==> src/inc/gtc_consts.svh <==
// register offsets, field positions, reset values and timing counts
`ifndef GTC_CONSTS_SVH
`define GTC_CONSTS_SVH
// register indices; byte address is four times the index
`define GTC_IDX_INT_CONTROL    8'h0B
`define GTC_IDX_PERIPH_FLAGS   8'h0C
`define GTC_IDX_COUNT_LOW      8'h0E
`define GTC_IDX_COUNT_HIGH     8'h0F
`define GTC_IDX_COUNTER_CTRL   8'h10
`define GTC_IDX_PERIPH_ENABLES 8'h8C
// interrupt_control fields
`define GTC_BIT_GIE            7
`define GTC_BIT_PERIPHERAL_INTERRUPT_ENABLE           6
// peripheral flag / enable fields
`define GTC_BIT_OVF            0
// counter_control fields
`define GTC_BIT_GATE_EN        6
`define GTC_BIT_PRESC_HI       5
`define GTC_BIT_PRESC_LO       4
`define GTC_BIT_LP_OSC_EN      3
`define GTC_BIT_SYNC_CTRL      2
`define GTC_BIT_CLK_SRC        1
`define GTC_BIT_ON             0
// reset values
`define GTC_RST_INT_CONTROL    8'h00
`define GTC_RST_PERIPH_FLAGS   8'h00
`define GTC_RST_PERIPH_ENABLES 8'h00
`define GTC_RST_COUNTER_CTRL   8'h00
`define GTC_RST_COUNT          16'h0000
`define GTC_COUNT_MAX          16'hFFFF
// instruction cycle is the oscillator divided by four
`define GTC_INSTR_DIV          4
`endif

==> src/inc/gtc_pkg.sv <==
// types shared by the gated timer/counter
package gtc_pkg;
  typedef enum logic [1:0] {
    GTC_PRESC_DIV1 = 2'h0,
    GTC_PRESC_DIV2 = 2'h1,
    GTC_PRESC_DIV4 = 2'h2,
    GTC_PRESC_DIV8 = 2'h3
  } gtc_presc_t;
endpackage : gtc_pkg

==> src/inc/gtc_pre_if.sv <==
// link between the counter core and its prescaler
`timescale 1ns/1ns
`default_nettype none
interface gtc_pre_if;
  logic              tick;
  logic              clr;
  gtc_pkg::gtc_presc_t sel;
  logic              pulse;
  modport core   (output tick, output clr, output sel, input pulse);
  modport scaler (input tick, input clr, input sel, output pulse);
endinterface : gtc_pre_if
`default_nettype wire

==> src/rtl/gtc_prescaler.sv <==
// 1/2/4/8 prescaler for the count source
`timescale 1ns/1ns
`default_nettype none
module gtc_prescaler (
  input  wire logic  clk_i,
  input  wire logic  rst_i,
  gtc_pre_if.scaler  pre
);
  logic [2:0] cnt_ff;
  logic [2:0] mask;

  // low bits that must all be set before a pulse passes
  always_comb begin
    unique case (pre.sel)
      gtc_pkg::GTC_PRESC_DIV1: mask = 3'h0;
      gtc_pkg::GTC_PRESC_DIV2: mask = 3'h1;
      gtc_pkg::GTC_PRESC_DIV4: mask = 3'h3;
      gtc_pkg::GTC_PRESC_DIV8: mask = 3'h7;
    endcase
  end

  // pulse is combinational so gating acts in the same cycle
  assign pre.pulse = pre.tick && ((cnt_ff & mask) == mask);

  // clear on any count byte write; not visible to software
  always_ff @(posedge clk_i) begin
    if (rst_i || pre.clr) begin
      cnt_ff <= 3'h0;
    end else if (pre.tick) begin
      cnt_ff <= cnt_ff + 3'h1;
    end
  end
endmodule : gtc_prescaler
`default_nettype wire

==> src/rtl/gtc_top.sv <==
// gated 16-bit timer/counter with a classic wishbone register slave
//
// Functional notes
// sixteen-bit count in two bytes wraps from all ones to zero.
// every wrap to zero sets the overflow flag.
// interrupt forwarded only with overflow, peripheral and global enables set.
// overflow flag stays set until software clears it.
// internal source counts once per instruction cycle, oscillator over four.
// external source counts rising pin edges, synchronised or not.
// in counter mode a falling edge must precede the first counted rise.
// with gate enable set, counting only while gate pin is low.
// on bit clear stops counting and makes gate enable irrelevant.
// prescale field divides source by one, two, four or eight.
// prescaler hidden from software, cleared by any count byte write.
// clock source bit picks external pin edges or instruction clock.
// sync bit chooses unsynchronised external path; ignored for internal.
// asynchronous counter keeps counting in sleep and can wake.
// count bytes always read as clean values.
// software stops counter before writing and handles wraps between reads.
// low-power oscillator enable acts only with internal osc, no clkout.
// low-power oscillator keeps running during sleep.
// only asynchronous mode counts in sleep; wake needs on and enables.
// wake branches to service only when global enable is set.
// software clears count and flag before enabling the interrupt.
// a count byte write loads that byte; counting resumes from it.
`timescale 1ns/1ns
`default_nettype none
`include "gtc_consts.svh"
module gtc_top #(
  parameter int ADDR_W = 12
) (
  input  wire logic              clk_i,
  input  wire logic              rst_i,
  input  wire logic              wb_cyc_i,
  input  wire logic              wb_stb_i,
  input  wire logic              wb_we_i,
  input  wire logic [ADDR_W-1:0] wb_adr_i,
  input  wire logic [3:0]        wb_sel_i,
  input  wire logic [31:0]       wb_dat_i,
  output logic      [31:0]       wb_dat_o,
  output logic                   wb_ack_o,
  input  wire logic              external_count_clock_i,
  input  wire logic              lp_osc_clk_i,
  input  wire logic              gate_input_pin_i,
  input  wire logic              internal_oscillator_noclkout_i,
  input  wire logic              sleep_i,
  output logic                   lp_osc_en_o,
  output logic                   irq_o,
  output logic                   wake_o,
  output logic                   wake_isr_o
);
  // software visible state
  logic [15:0] count_ff;
  logic [7:0]  counter_control_ff;
  logic        gie_ff;
  logic        peripheral_interrupt_enable_ff;
  logic        ovf_flag_ff;
  logic        ovf_ie_ff;
  // bus slave state
  logic        ack_ff;
  logic [31:0] rdata_ff;
  // count source state
  logic [1:0]  instr_div_ff;
  logic        pin_raw_ff;
  logic        pin_meta_ff;
  logic        pin_sync_ff;
  logic        lvl_prev_ff;
  logic        armed_ff;

  // decoded control fields
  logic        counter_on;
  logic        gate_enable;
  logic        low_power_osc_enable;
  logic        sync_control;
  logic        clock_source_select;
  // bus decode
  logic        bus_req;
  logic        wr_commit;
  logic [7:0]  reg_idx;
  logic [7:0]  wbyte;
  logic        wr_ctrl;
  logic        wr_low;
  logic        wr_high;
  logic        wr_flags;
  logic        wr_intctl;
  logic        wr_enables;
  // counting
  logic        instr_tick;
  logic        ext_lvl;
  logic        ext_rise;
  logic        ext_fall;
  logic        src_tick;
  logic        gate_open;
  logic        sleep_ok;
  logic        inc;
  logic        wrap;
  logic        pin_sel;

  gtc_pre_if pre_if ();

  assign counter_on           = counter_control_ff[`GTC_BIT_ON];
  assign gate_enable          = counter_control_ff[`GTC_BIT_GATE_EN];
  assign low_power_osc_enable = counter_control_ff[`GTC_BIT_LP_OSC_EN];
  assign sync_control         = counter_control_ff[`GTC_BIT_SYNC_CTRL];
  assign clock_source_select  = counter_control_ff[`GTC_BIT_CLK_SRC];

  // ---- wishbone slave ----
  // the register index is the word address; bits above it are ignored
  assign bus_req   = wb_cyc_i && wb_stb_i;
  assign reg_idx   = wb_adr_i[9:2];
  // a write lands at the edge where the master sees ack
  assign wr_commit = bus_req && ack_ff && wb_we_i && wb_sel_i[0];
  assign wbyte     = wb_dat_i[7:0];
  assign wr_ctrl    = wr_commit && reg_idx == `GTC_IDX_COUNTER_CTRL;
  assign wr_low     = wr_commit && reg_idx == `GTC_IDX_COUNT_LOW;
  assign wr_high    = wr_commit && reg_idx == `GTC_IDX_COUNT_HIGH;
  assign wr_flags   = wr_commit && reg_idx == `GTC_IDX_PERIPH_FLAGS;
  assign wr_intctl  = wr_commit && reg_idx == `GTC_IDX_INT_CONTROL;
  assign wr_enables = wr_commit && reg_idx == `GTC_IDX_PERIPH_ENABLES;

  // ack one cycle after the request, dropped the cycle after
  always_ff @(posedge clk_i) begin
    if (rst_i) begin
      ack_ff <= 1'b0;
    end else begin
      ack_ff <= bus_req && !ack_ff;
    end
  end

  // read data sampled when ack rises; count is a plain flop so any
  // byte read is a settled value, never a half-updated one
  always_ff @(posedge clk_i) begin
    if (rst_i) begin
      rdata_ff <= 32'h00000000;
    end else if (bus_req && !ack_ff) begin
      rdata_ff <= 32'h00000000;
      unique case (reg_idx)
        `GTC_IDX_INT_CONTROL: begin
          rdata_ff[`GTC_BIT_GIE]  <= gie_ff;
          rdata_ff[`GTC_BIT_PERIPHERAL_INTERRUPT_ENABLE] <= peripheral_interrupt_enable_ff;
        end
        `GTC_IDX_PERIPH_FLAGS:   rdata_ff[`GTC_BIT_OVF] <= ovf_flag_ff;
        `GTC_IDX_COUNT_LOW:      rdata_ff[7:0] <= count_ff[7:0];
        `GTC_IDX_COUNT_HIGH:     rdata_ff[7:0] <= count_ff[15:8];
        `GTC_IDX_COUNTER_CTRL:   rdata_ff[7:0] <= counter_control_ff;
        `GTC_IDX_PERIPH_ENABLES: rdata_ff[`GTC_BIT_OVF] <= ovf_ie_ff;
        default:                 rdata_ff <= 32'h00000000;
      endcase
    end
  end

  assign wb_dat_o = rdata_ff;
  assign wb_ack_o = ack_ff;

  // counter control; bit 7 is unimplemented and reads zero
  always_ff @(posedge clk_i) begin
    if (rst_i) begin
      counter_control_ff <= `GTC_RST_COUNTER_CTRL;
    end else if (wr_ctrl) begin
      counter_control_ff <= {1'b0, wbyte[6:0]};
    end
  end

  // global and peripheral enables; other bits belong to other blocks
  always_ff @(posedge clk_i) begin
    if (rst_i) begin
      gie_ff  <= 1'(`GTC_RST_INT_CONTROL >> `GTC_BIT_GIE);
      peripheral_interrupt_enable_ff <= 1'(`GTC_RST_INT_CONTROL >> `GTC_BIT_PERIPHERAL_INTERRUPT_ENABLE);
    end else if (wr_intctl) begin
      gie_ff  <= wbyte[`GTC_BIT_GIE];
      peripheral_interrupt_enable_ff <= wbyte[`GTC_BIT_PERIPHERAL_INTERRUPT_ENABLE];
    end
  end

  always_ff @(posedge clk_i) begin
    if (rst_i) begin
      ovf_ie_ff <= 1'(`GTC_RST_PERIPH_ENABLES >> `GTC_BIT_OVF);
    end else if (wr_enables) begin
      ovf_ie_ff <= wbyte[`GTC_BIT_OVF];
    end
  end

  // ---- count sources ----
  // instruction clock: one tick every fourth oscillator cycle
  always_ff @(posedge clk_i) begin
    if (rst_i) begin
      instr_div_ff <= 2'h0;
    end else begin
      instr_div_ff <= instr_div_ff + 2'h1;
    end
  end
  assign instr_tick = instr_div_ff == 2'(`GTC_INSTR_DIV - 1);

  // low-power oscillator replaces the pin only on internal osc, no clkout
  assign lp_osc_en_o = low_power_osc_enable && internal_oscillator_noclkout_i;
  // enable ignores sleep so the oscillator keeps running there
  assign pin_sel = lp_osc_en_o ? lp_osc_clk_i
                               : external_count_clock_i;

  // input register, then a two-stage synchroniser for sync mode
  always_ff @(posedge clk_i) begin
    if (rst_i) begin
      pin_raw_ff  <= 1'b0;
      pin_meta_ff <= 1'b0;
      pin_sync_ff <= 1'b0;
    end else begin
      pin_raw_ff  <= pin_sel;
      pin_meta_ff <= pin_raw_ff;
      pin_sync_ff <= pin_meta_ff;
    end
  end

  // unsynchronised path skips the two extra stages: lower latency,
  // but edges are not aligned to the instruction phase
  assign ext_lvl = sync_control ? pin_raw_ff : pin_sync_ff;

  always_ff @(posedge clk_i) begin
    if (rst_i) begin
      lvl_prev_ff <= 1'b0;
    end else begin
      lvl_prev_ff <= ext_lvl;
    end
  end
  assign ext_rise = ext_lvl && !lvl_prev_ff;
  assign ext_fall = !ext_lvl && lvl_prev_ff;

  // a pin low at enable must not count its first rise; a falling edge must come first
  always_ff @(posedge clk_i) begin
    if (rst_i || !counter_on) begin
      armed_ff <= 1'b0;
    end else if (ext_fall) begin
      armed_ff <= 1'b1;
    end
  end

  // source select: pin edges once armed, else instruction clock
  assign src_tick = clock_source_select ? (ext_rise && armed_ff)
                                        : instr_tick;
  // gate pin low-active, only looked at while the counter is on
  assign gate_open = counter_on && (!gate_enable || !gate_input_pin_i);
  // in sleep only the asynchronous external counter runs
  assign sleep_ok = !sleep_i ||
                    (clock_source_select && sync_control);

  assign pre_if.tick = src_tick && gate_open && sleep_ok;
  assign pre_if.clr  = wr_low || wr_high;
  assign pre_if.sel  = gtc_pkg::gtc_presc_t'(counter_control_ff[
                         `GTC_BIT_PRESC_HI:`GTC_BIT_PRESC_LO]);

  gtc_prescaler u_presc (
    .clk_i (clk_i),
    .rst_i (rst_i),
    .pre   (pre_if.scaler)
  );

  assign inc  = pre_if.pulse;
  assign wrap = inc && count_ff == `GTC_COUNT_MAX;

  // ---- counter ----
  // a write wins over a coinciding increment; software avoids the race
  always_ff @(posedge clk_i) begin
    if (rst_i) begin
      count_ff <= `GTC_RST_COUNT;
    end else if (wr_low) begin
      count_ff[7:0] <= wbyte;
    end else if (wr_high) begin
      count_ff[15:8] <= wbyte;
    end else if (inc) begin
      count_ff <= count_ff + 16'h0001;
    end
  end

  // overflow flag: a wrap in the clearing cycle still sets it
  always_ff @(posedge clk_i) begin
    if (rst_i) begin
      ovf_flag_ff <= 1'(`GTC_RST_PERIPH_FLAGS >> `GTC_BIT_OVF);
    end else if (wrap) begin
      ovf_flag_ff <= 1'b1;
    end else if (wr_flags) begin
      ovf_flag_ff <= wbyte[`GTC_BIT_OVF];
    end
  end

  // ---- interrupt and wake ----
  assign irq_o = ovf_flag_ff && ovf_ie_ff && peripheral_interrupt_enable_ff && gie_ff;
  // wake needs on, overflow enable and peripheral enable
  assign wake_o = sleep_i && ovf_flag_ff && counter_on &&
                  ovf_ie_ff && peripheral_interrupt_enable_ff;
  // with global enable the wake also enters the service routine
  assign wake_isr_o = wake_o && gie_ff;
endmodule : gtc_top
`default_nettype wire
==> config.mk <==
export PLATFORM = sky130hd
export DESIGN_NAME = gtc_top
export DESIGN_NICKNAME = d
export VERILOG_FILES = /design/src/inc/gtc_pkg.sv /design/src/inc/gtc_pre_if.sv /design/src/rtl/gtc_prescaler.sv /design/src/rtl/gtc_top.sv
export VERILOG_INCLUDE_DIRS = /design/src /design/src/inc
export SDC_FILE = /design/constraint.sdc
export NUM_CORES = 1
export LEC_CHECK = 0
export CAP_MARGIN = 20
export CORE_MARGIN = 3
export CORE_UTILIZATION = 56
export CTS_BUF_LIST = sky130_fd_sc_hd__clkbuf_8
export DETAILED_ROUTE_END_ITERATION = 6
export DONT_BUFFER_PORTS = 1
export PLACE_DENSITY = 0.71
export SLEW_MARGIN = 20
export SYNTH_ARGS = -nofsm -noshare
export SYNTH_HDL_FRONTEND = slang
export SYNTH_HIERARCHICAL = 1
export SYNTH_SLANG_ARGS = --single-unit
==> constraint.sdc <==
create_clock -name clk_i -period 6.08 [get_ports clk_i]
set_input_delay 0.912 -clock clk_i [delete_from_list [all_inputs] [get_ports clk_i]]
set_output_delay 0.912 -clock clk_i [all_outputs]
set_load 0.01 [all_outputs]
* Word-level counts from Yosys, hierarchy flattened *
Cells that the tools add are included.
Widths: inputs -> output; s select.

storage, ports and cells
  register bits after elaboration = 46
  bits of input ports = 58
  output and inout bits = 37

cells by class
  add/subtract/negate cells = 3
  equality and inequality tests = 13
  multiplexer cells = 13
  bitwise operators = 2
  reductions and logical operators = 47

operator list
  cell                   number
  $eq 8x4->1 const B     4
  $logic_and 1x1->1      29
  $mux 8                 3
  $add 16x1->16 const B  1
  $eq 16x16->1 const B   1
  $mux 16                1
  $pmux 5 s3             1
  $pmux 3 s4             1
  $eq 8x5->1 const B     1
  $eq 8x8->1 const B     1
  $pmux 2 s4             1
  $logic_not 1->1        7
  $eq 2x2->1 const B     3
  $reduce_bool 2->1      3
  $logic_or 1x1->1       5
  $mux 1                 5
  $pmux 1 s5             1
  $reduce_and 2->1       2
  $add 3x1->3 const B    1
  $and 3x3->3            1
  $eq 3x3->1             1
  $add 2x1->2 const B    1
  $eq 2x1->1 const B     1
  $logic_not 2->1        1
  2 further kinds        2

* Logic depth before layout (Yosys ltp) *
  depth after elaboration = 10
  gate-level depth with buffers = 11
  gate-level depth less buffers = 10

* By module *
Netlist, hierarchy kept.

modules (own cells, without submodules)
  module         instances  cells an instance  area an instance (um2)  seq. area each (um2)
  gtc_top        1          290                2453.6                  860.8
  gtc_prescaler  1          16                 158.9                   60.1

* Worst setup path after synthesis *
OpenSTA, ideal clock, no wires.

  path type = input-to-reg
  start = input sleep_i
  end = register count_ff[10]
  arrival time = 2.761 ns
  required time = 5.988 ns
  setup slack = 3.227 ns
  stages = 10
  path buffers = 1
  path through = inv_1 a31oi_1 a211oi_1 o21ai_0 a21oi_1 clkbuf_8 o41a_1 and4_4 a311oi_2 nor4_1

on the way
  cells in the longest elaborated chain, start to end = 6

ends and longest elaborated chain
  element                             line                 text
  from (decl)                         gtc_top.sv:46        input wire logic sleep_i,
  $logic_not 1->1                     gtc_top.sv:242       assign sleep_ok = !sleep_i ||
  $logic_or 1x1->1                    gtc_top.sv:242
  $logic_and 1x1->1                   gtc_top.sv:245       assign pre_if.tick = src_tick && gate_open && sleep_ok;
  via pre_if.tick                     gtc_pre_if.sv:5      logic tick;
  $logic_and 1x1->1                   gtc_prescaler.sv:23  assign pre.pulse = pre.tick && ((cnt_ff & mask) == mask);
  via inc                             gtc_top.sv:95        logic inc;
  $reduce_bool 2->1 (no source line)  --
  $reduce_and 2->1 (no source line)   --
  to (signal assigned)                gtc_top.sv:263       count_ff <= `GTC_RST_COUNT;
  to (signal assigned)                gtc_top.sv:267       count_ff[15:8] <= wbyte;
  to (signal assigned)                gtc_top.sv:269       count_ff <= count_ff + 16'h0001;
  to (decl)                           gtc_top.sv:53        logic [15:0] count_ff;

The timed path passes the listed nets, and every way through them passes these cells.
A chain may end at the register's enable or synchronous reset.

* Worst setup path after layout *
  start = register counter_control_ff[2]
  end = register count_ff[10]

on the way
  cells in the longest elaborated chain, start to end = 9
  elaborated cells on any way between the ends = 11
  classes of those cells = 2 x mux; 9 x reduce/logical

ends and longest elaborated chain
  element                               line                 text
  from (decl)                           gtc_top.sv:54        logic [7:0] counter_control_ff;
  from (signal assigned)                gtc_top.sv:158       counter_control_ff <= `GTC_RST_COUNTER_CTRL;
  from (signal assigned)                gtc_top.sv:160       counter_control_ff <= {1'b0, wbyte[6:0]};
  $mux 1                                gtc_top.sv:215       assign ext_lvl = sync_control ? pin_raw_ff : pin_sync_ff;
  $logic_and 1x1->1                     gtc_top.sv:224       assign ext_rise = ext_lvl && !lvl_prev_ff;
  $logic_and 1x1->1                     gtc_top.sv:237       assign src_tick = clock_source_select ? (ext_rise && armed_ff)
  $mux 1                                gtc_top.sv:237
  $logic_and 1x1->1                     gtc_top.sv:245
  $logic_and 1x1->1 *                   gtc_top.sv:245
  via pre_if.tick                       gtc_pre_if.sv:5
  $logic_and 1x1->1 *                   gtc_prescaler.sv:23
  via inc                               gtc_top.sv:95
  $reduce_bool 2->1 (no source line) *  --
  $reduce_and 2->1 (no source line) *   --

The timed path passes the listed nets; every way through them passes the cells marked *.

==> results.ini <==
[sta]
slew_viol_final = 0
rsz0062_at_grt = no
hold_viol_final = 0
post-route-min-period_ns = 3.449
maxSlewHeadroom_pct = 35.07
setup_viol = 0
fin_crit_sh_pct = 56.73
fin_skew_ns = 0.009404
worstMarginPinSlew_ns = 0.9659
tns_ns = 0
fmax_ghz = 0.2899

[clocking]
clk_path_buf_depth = 2
clock_sinks = 46
clk_pin_slew_ns = 0.09
cts_tree = done
postCtsSetupRepairBufs = 0
cts_root_buffer = clkbuf_8
cts_resized = 0
htreeDepth = 2
cts_buffers = 5
insertion_delay_ns = 0.30
cts_hold_buf = 0

[route]
top_layer = met3
wl_met1_um = 2766
drt_iter0_markers = 243
routed_wl_um = 6030
viasPerCell = 5.986
wl_met2_um = 2890
drt.antenna.violating_nets = 0
drt-pass1-iter-count = 4
wl_per_cell_um = 17.08
drc = 0
dr_wl_met3_um = 372
dr_total_vias = 2113

[power_and_ir_drop]
pwr_density_cell_nw_per_um2 = 211.0
power_frac_seq_pct = 55.6
peakVddDrop_mv = 0.1557
leakagePower_uw = 0.0009044
switchingPower_uw = 119.2
clkPwrFrac_pct = 41.0
switching_share_pct = 21.64
p_int_uw = 431.6
power_uw = 550.7
power_frac_comb_pct = 3.4

[final_layout]
syn2layout_area_growth_pct = -0.09592
fillers = 428
stdcell_count = 353
antenna_cells = 0
nets = 361
drive_gt1_share_pct = 7.641

[grt]
track_usage_pct = 22.74
grt_overflow_total = 0
grt_pass1_wl_um = 9577
antenna_found_initial = 0
grt_max_degree = 42
grt_pass1_vias = 1864

[die]
coreArea_um2 = 4444
row_count = 24
die_y_um = 74.30
dieArea_um2 = 5520
initial_utilization_pct = 58.78
die_w_um = 74.30
io_pins = 95

[setup_path]
cp.arrival_ns = 3.66
worstSetupPathType = reg -> reg
critPathRequiredTime_ns = 6.29
cp-start-kind = flip-flop
worstPathMaxFanout = 10
cp-end-kind = flip-flop
reg2reg_depth = 10

[synth]
yosys-top-cells-area = dfxtp_1 (35%), buf_4 (6.9%), a211oi_1 (5.2%), mux2i_1 (5.0%), nor2_1 (4.5%)
ys_seq_area_share_pct = 35.25
yosysTopAreaCell = dfxtp_1
synthArstFlopShare_pct = 0
synth_ff_type = dfxtp_1
synthCells = 306
synth_edf_count = 0
yosys_register_bits = 46
ys_types = 54
ys.warnings.count = 6
synth_top_area_share_pct = 35.25
syn_area_per_cell_um2 = 8.538
syn-cell-area_um2 = 2613

[placed_design]
port-buffer-count = 0
dp_cells = 345
place.gp.congestion = 0.8955
dp_hpwl_um = 4349

[run_status]
run_status = complete, no violations

[min_path]
hp-class = reg -> reg
whs_path_depth = 1

[job]
maxCapViolCount = 0

-- sequential cells by signal (all words and copies together), names as in the netlist --
signal and cells:
lvl_prev_ff 1, ovf_ie_ff 1, pin_meta_ff 1, ovf_flag_ff 1, counter_control_ff 7, peripheral_interrupt_enable_ff 1, pin_sync_ff 1, wb_dat_o 8
count_ff 16, instr_div_ff 2, gie_ff 1, armed_ff 1, wb_ack_o 1, pin_raw_ff 1, u_presc/cnt_ff 3
-- synthesized netlist by cell type, types with 6 or more instances --
cell      number
o21ai_0        7
xor2_1         8
dfxtp_1       46
inv_1          7
nor3_1         8
nand2_1       27
nor2_1        31
mux2i_1       13
a21oi_1       14
xnor2_1        6
a211oi_1      18
nand4_1        6
buf_4         24
nand3_1       20
-- routing by layer --
layer  vias to the layer above  track usage (%)
met5                         -                0
met4                         0            2.964
met3                         0            4.595
met2                        75            35.43
met1                      1000            33.53
li1                       1038                -
-- power by group through the flow --
stage | combinational (µW) | clock, µW | sequential [µW]
final | 19.0 | 226 | 306
after global routing | 21.9 | 237 | 307
after CTS | 18.5 | 228 | 306
after detailed placement | 18.4 | 0 | 313
after global placement | 18.3 | 0 | 313
after floorplan | 35.0 | 0 | 313
-- cell type report --
cell class / count / area (µm²) / area share, %
clock buffers: 5 / 68.82 / 2.637
clock inverters: 3 / 41.29 / 1.582
inverters: 7 / 26.28 / 1.007
multi-input cells: 240 / 1488 / 57.00
flip-flops and latches: 46 / 920.9 / 35.28
well taps: 52 / 65.06 / 2.493
-- critical path, stage by stage (launching register included) --
cell	delay [ns]
dfxtp_1	0.42
mux2i_1	0.14
nor3_1	0.20
a31oi_1	0.06
a211oi_1	0.56
o21ai_0	0.19
a21oi_1	0.74
o41a_1	0.45
and4_4	0.28
a311oi_2	0.10
nor4_1	0.23
-- per-stage QoR --
step / area [µm²] / hold WS (ns) / utilization, % / setup WS [ns]
floorplan: 2699 / 0.3992 / - / 3.227
finish: 2610 / 0.4231 / 58.73 / 2.631
global placement: 2497 / 0.4044 / 56.19 / 2.405
global route: 2610 / 0.4388 / 58.73 / 2.374
detailed placement: 2497 / 0.4145 / 56.19 / 2.404
CTS: 2608 / 0.4272 / 58.67 / 2.663
-- worst paths after layout --
path / startpoint / end / slack, ns
min: instr_div_ff[0] / instr_div_ff[0] / 0.42
min reg2reg: instr_div_ff[0] / instr_div_ff[0] / 0.42
max: counter_control_ff[2] / count_ff[10] / 2.63
max reg2reg: counter_control_ff[2] / count_ff[10] / 2.63
-- placed cells by master, fill, tap and decap left out, drive strengths merged, types with 2 or more instances in the layout --
cell type	netlist	routed
dfxtp	46	46
nor2	31	31
nand2	28	28
conb	1	24
nand3	22	22
a211oi	18	18
a21oi	14	14
mux2i	13	13
nor3	11	11
o21ai	10	10
inv	7	8
xor2	8	8
nand4	6	6
xnor2	6	6
nor2b	5	5
a22o	5	5
clkbuf	8	5
and3	5	5
nor4	4	4
nand3b	3	3
ha	3	3
and4	3	3
and4b	2	2
and2	2	2
a311oi	2	2
-- cell families (layout without fill, tap and decap cells) --
logic type                 after synthesis  after routing  share of synthesized area, %
DFF                                     46             46                         35.25
muxes                                   14             14                         5.412
and+or+nand+nor                        130            130                         27.59
adders and majority gates                3              3                         1.437
other                                    1             24                        0.1435
AOI/OAI and AO/OA                       55             55                         14.27
xor gates and xnor gates                14             14                         4.694
buffers and inverters                   43             15                         11.21
(Power assumes the default switching activity.)
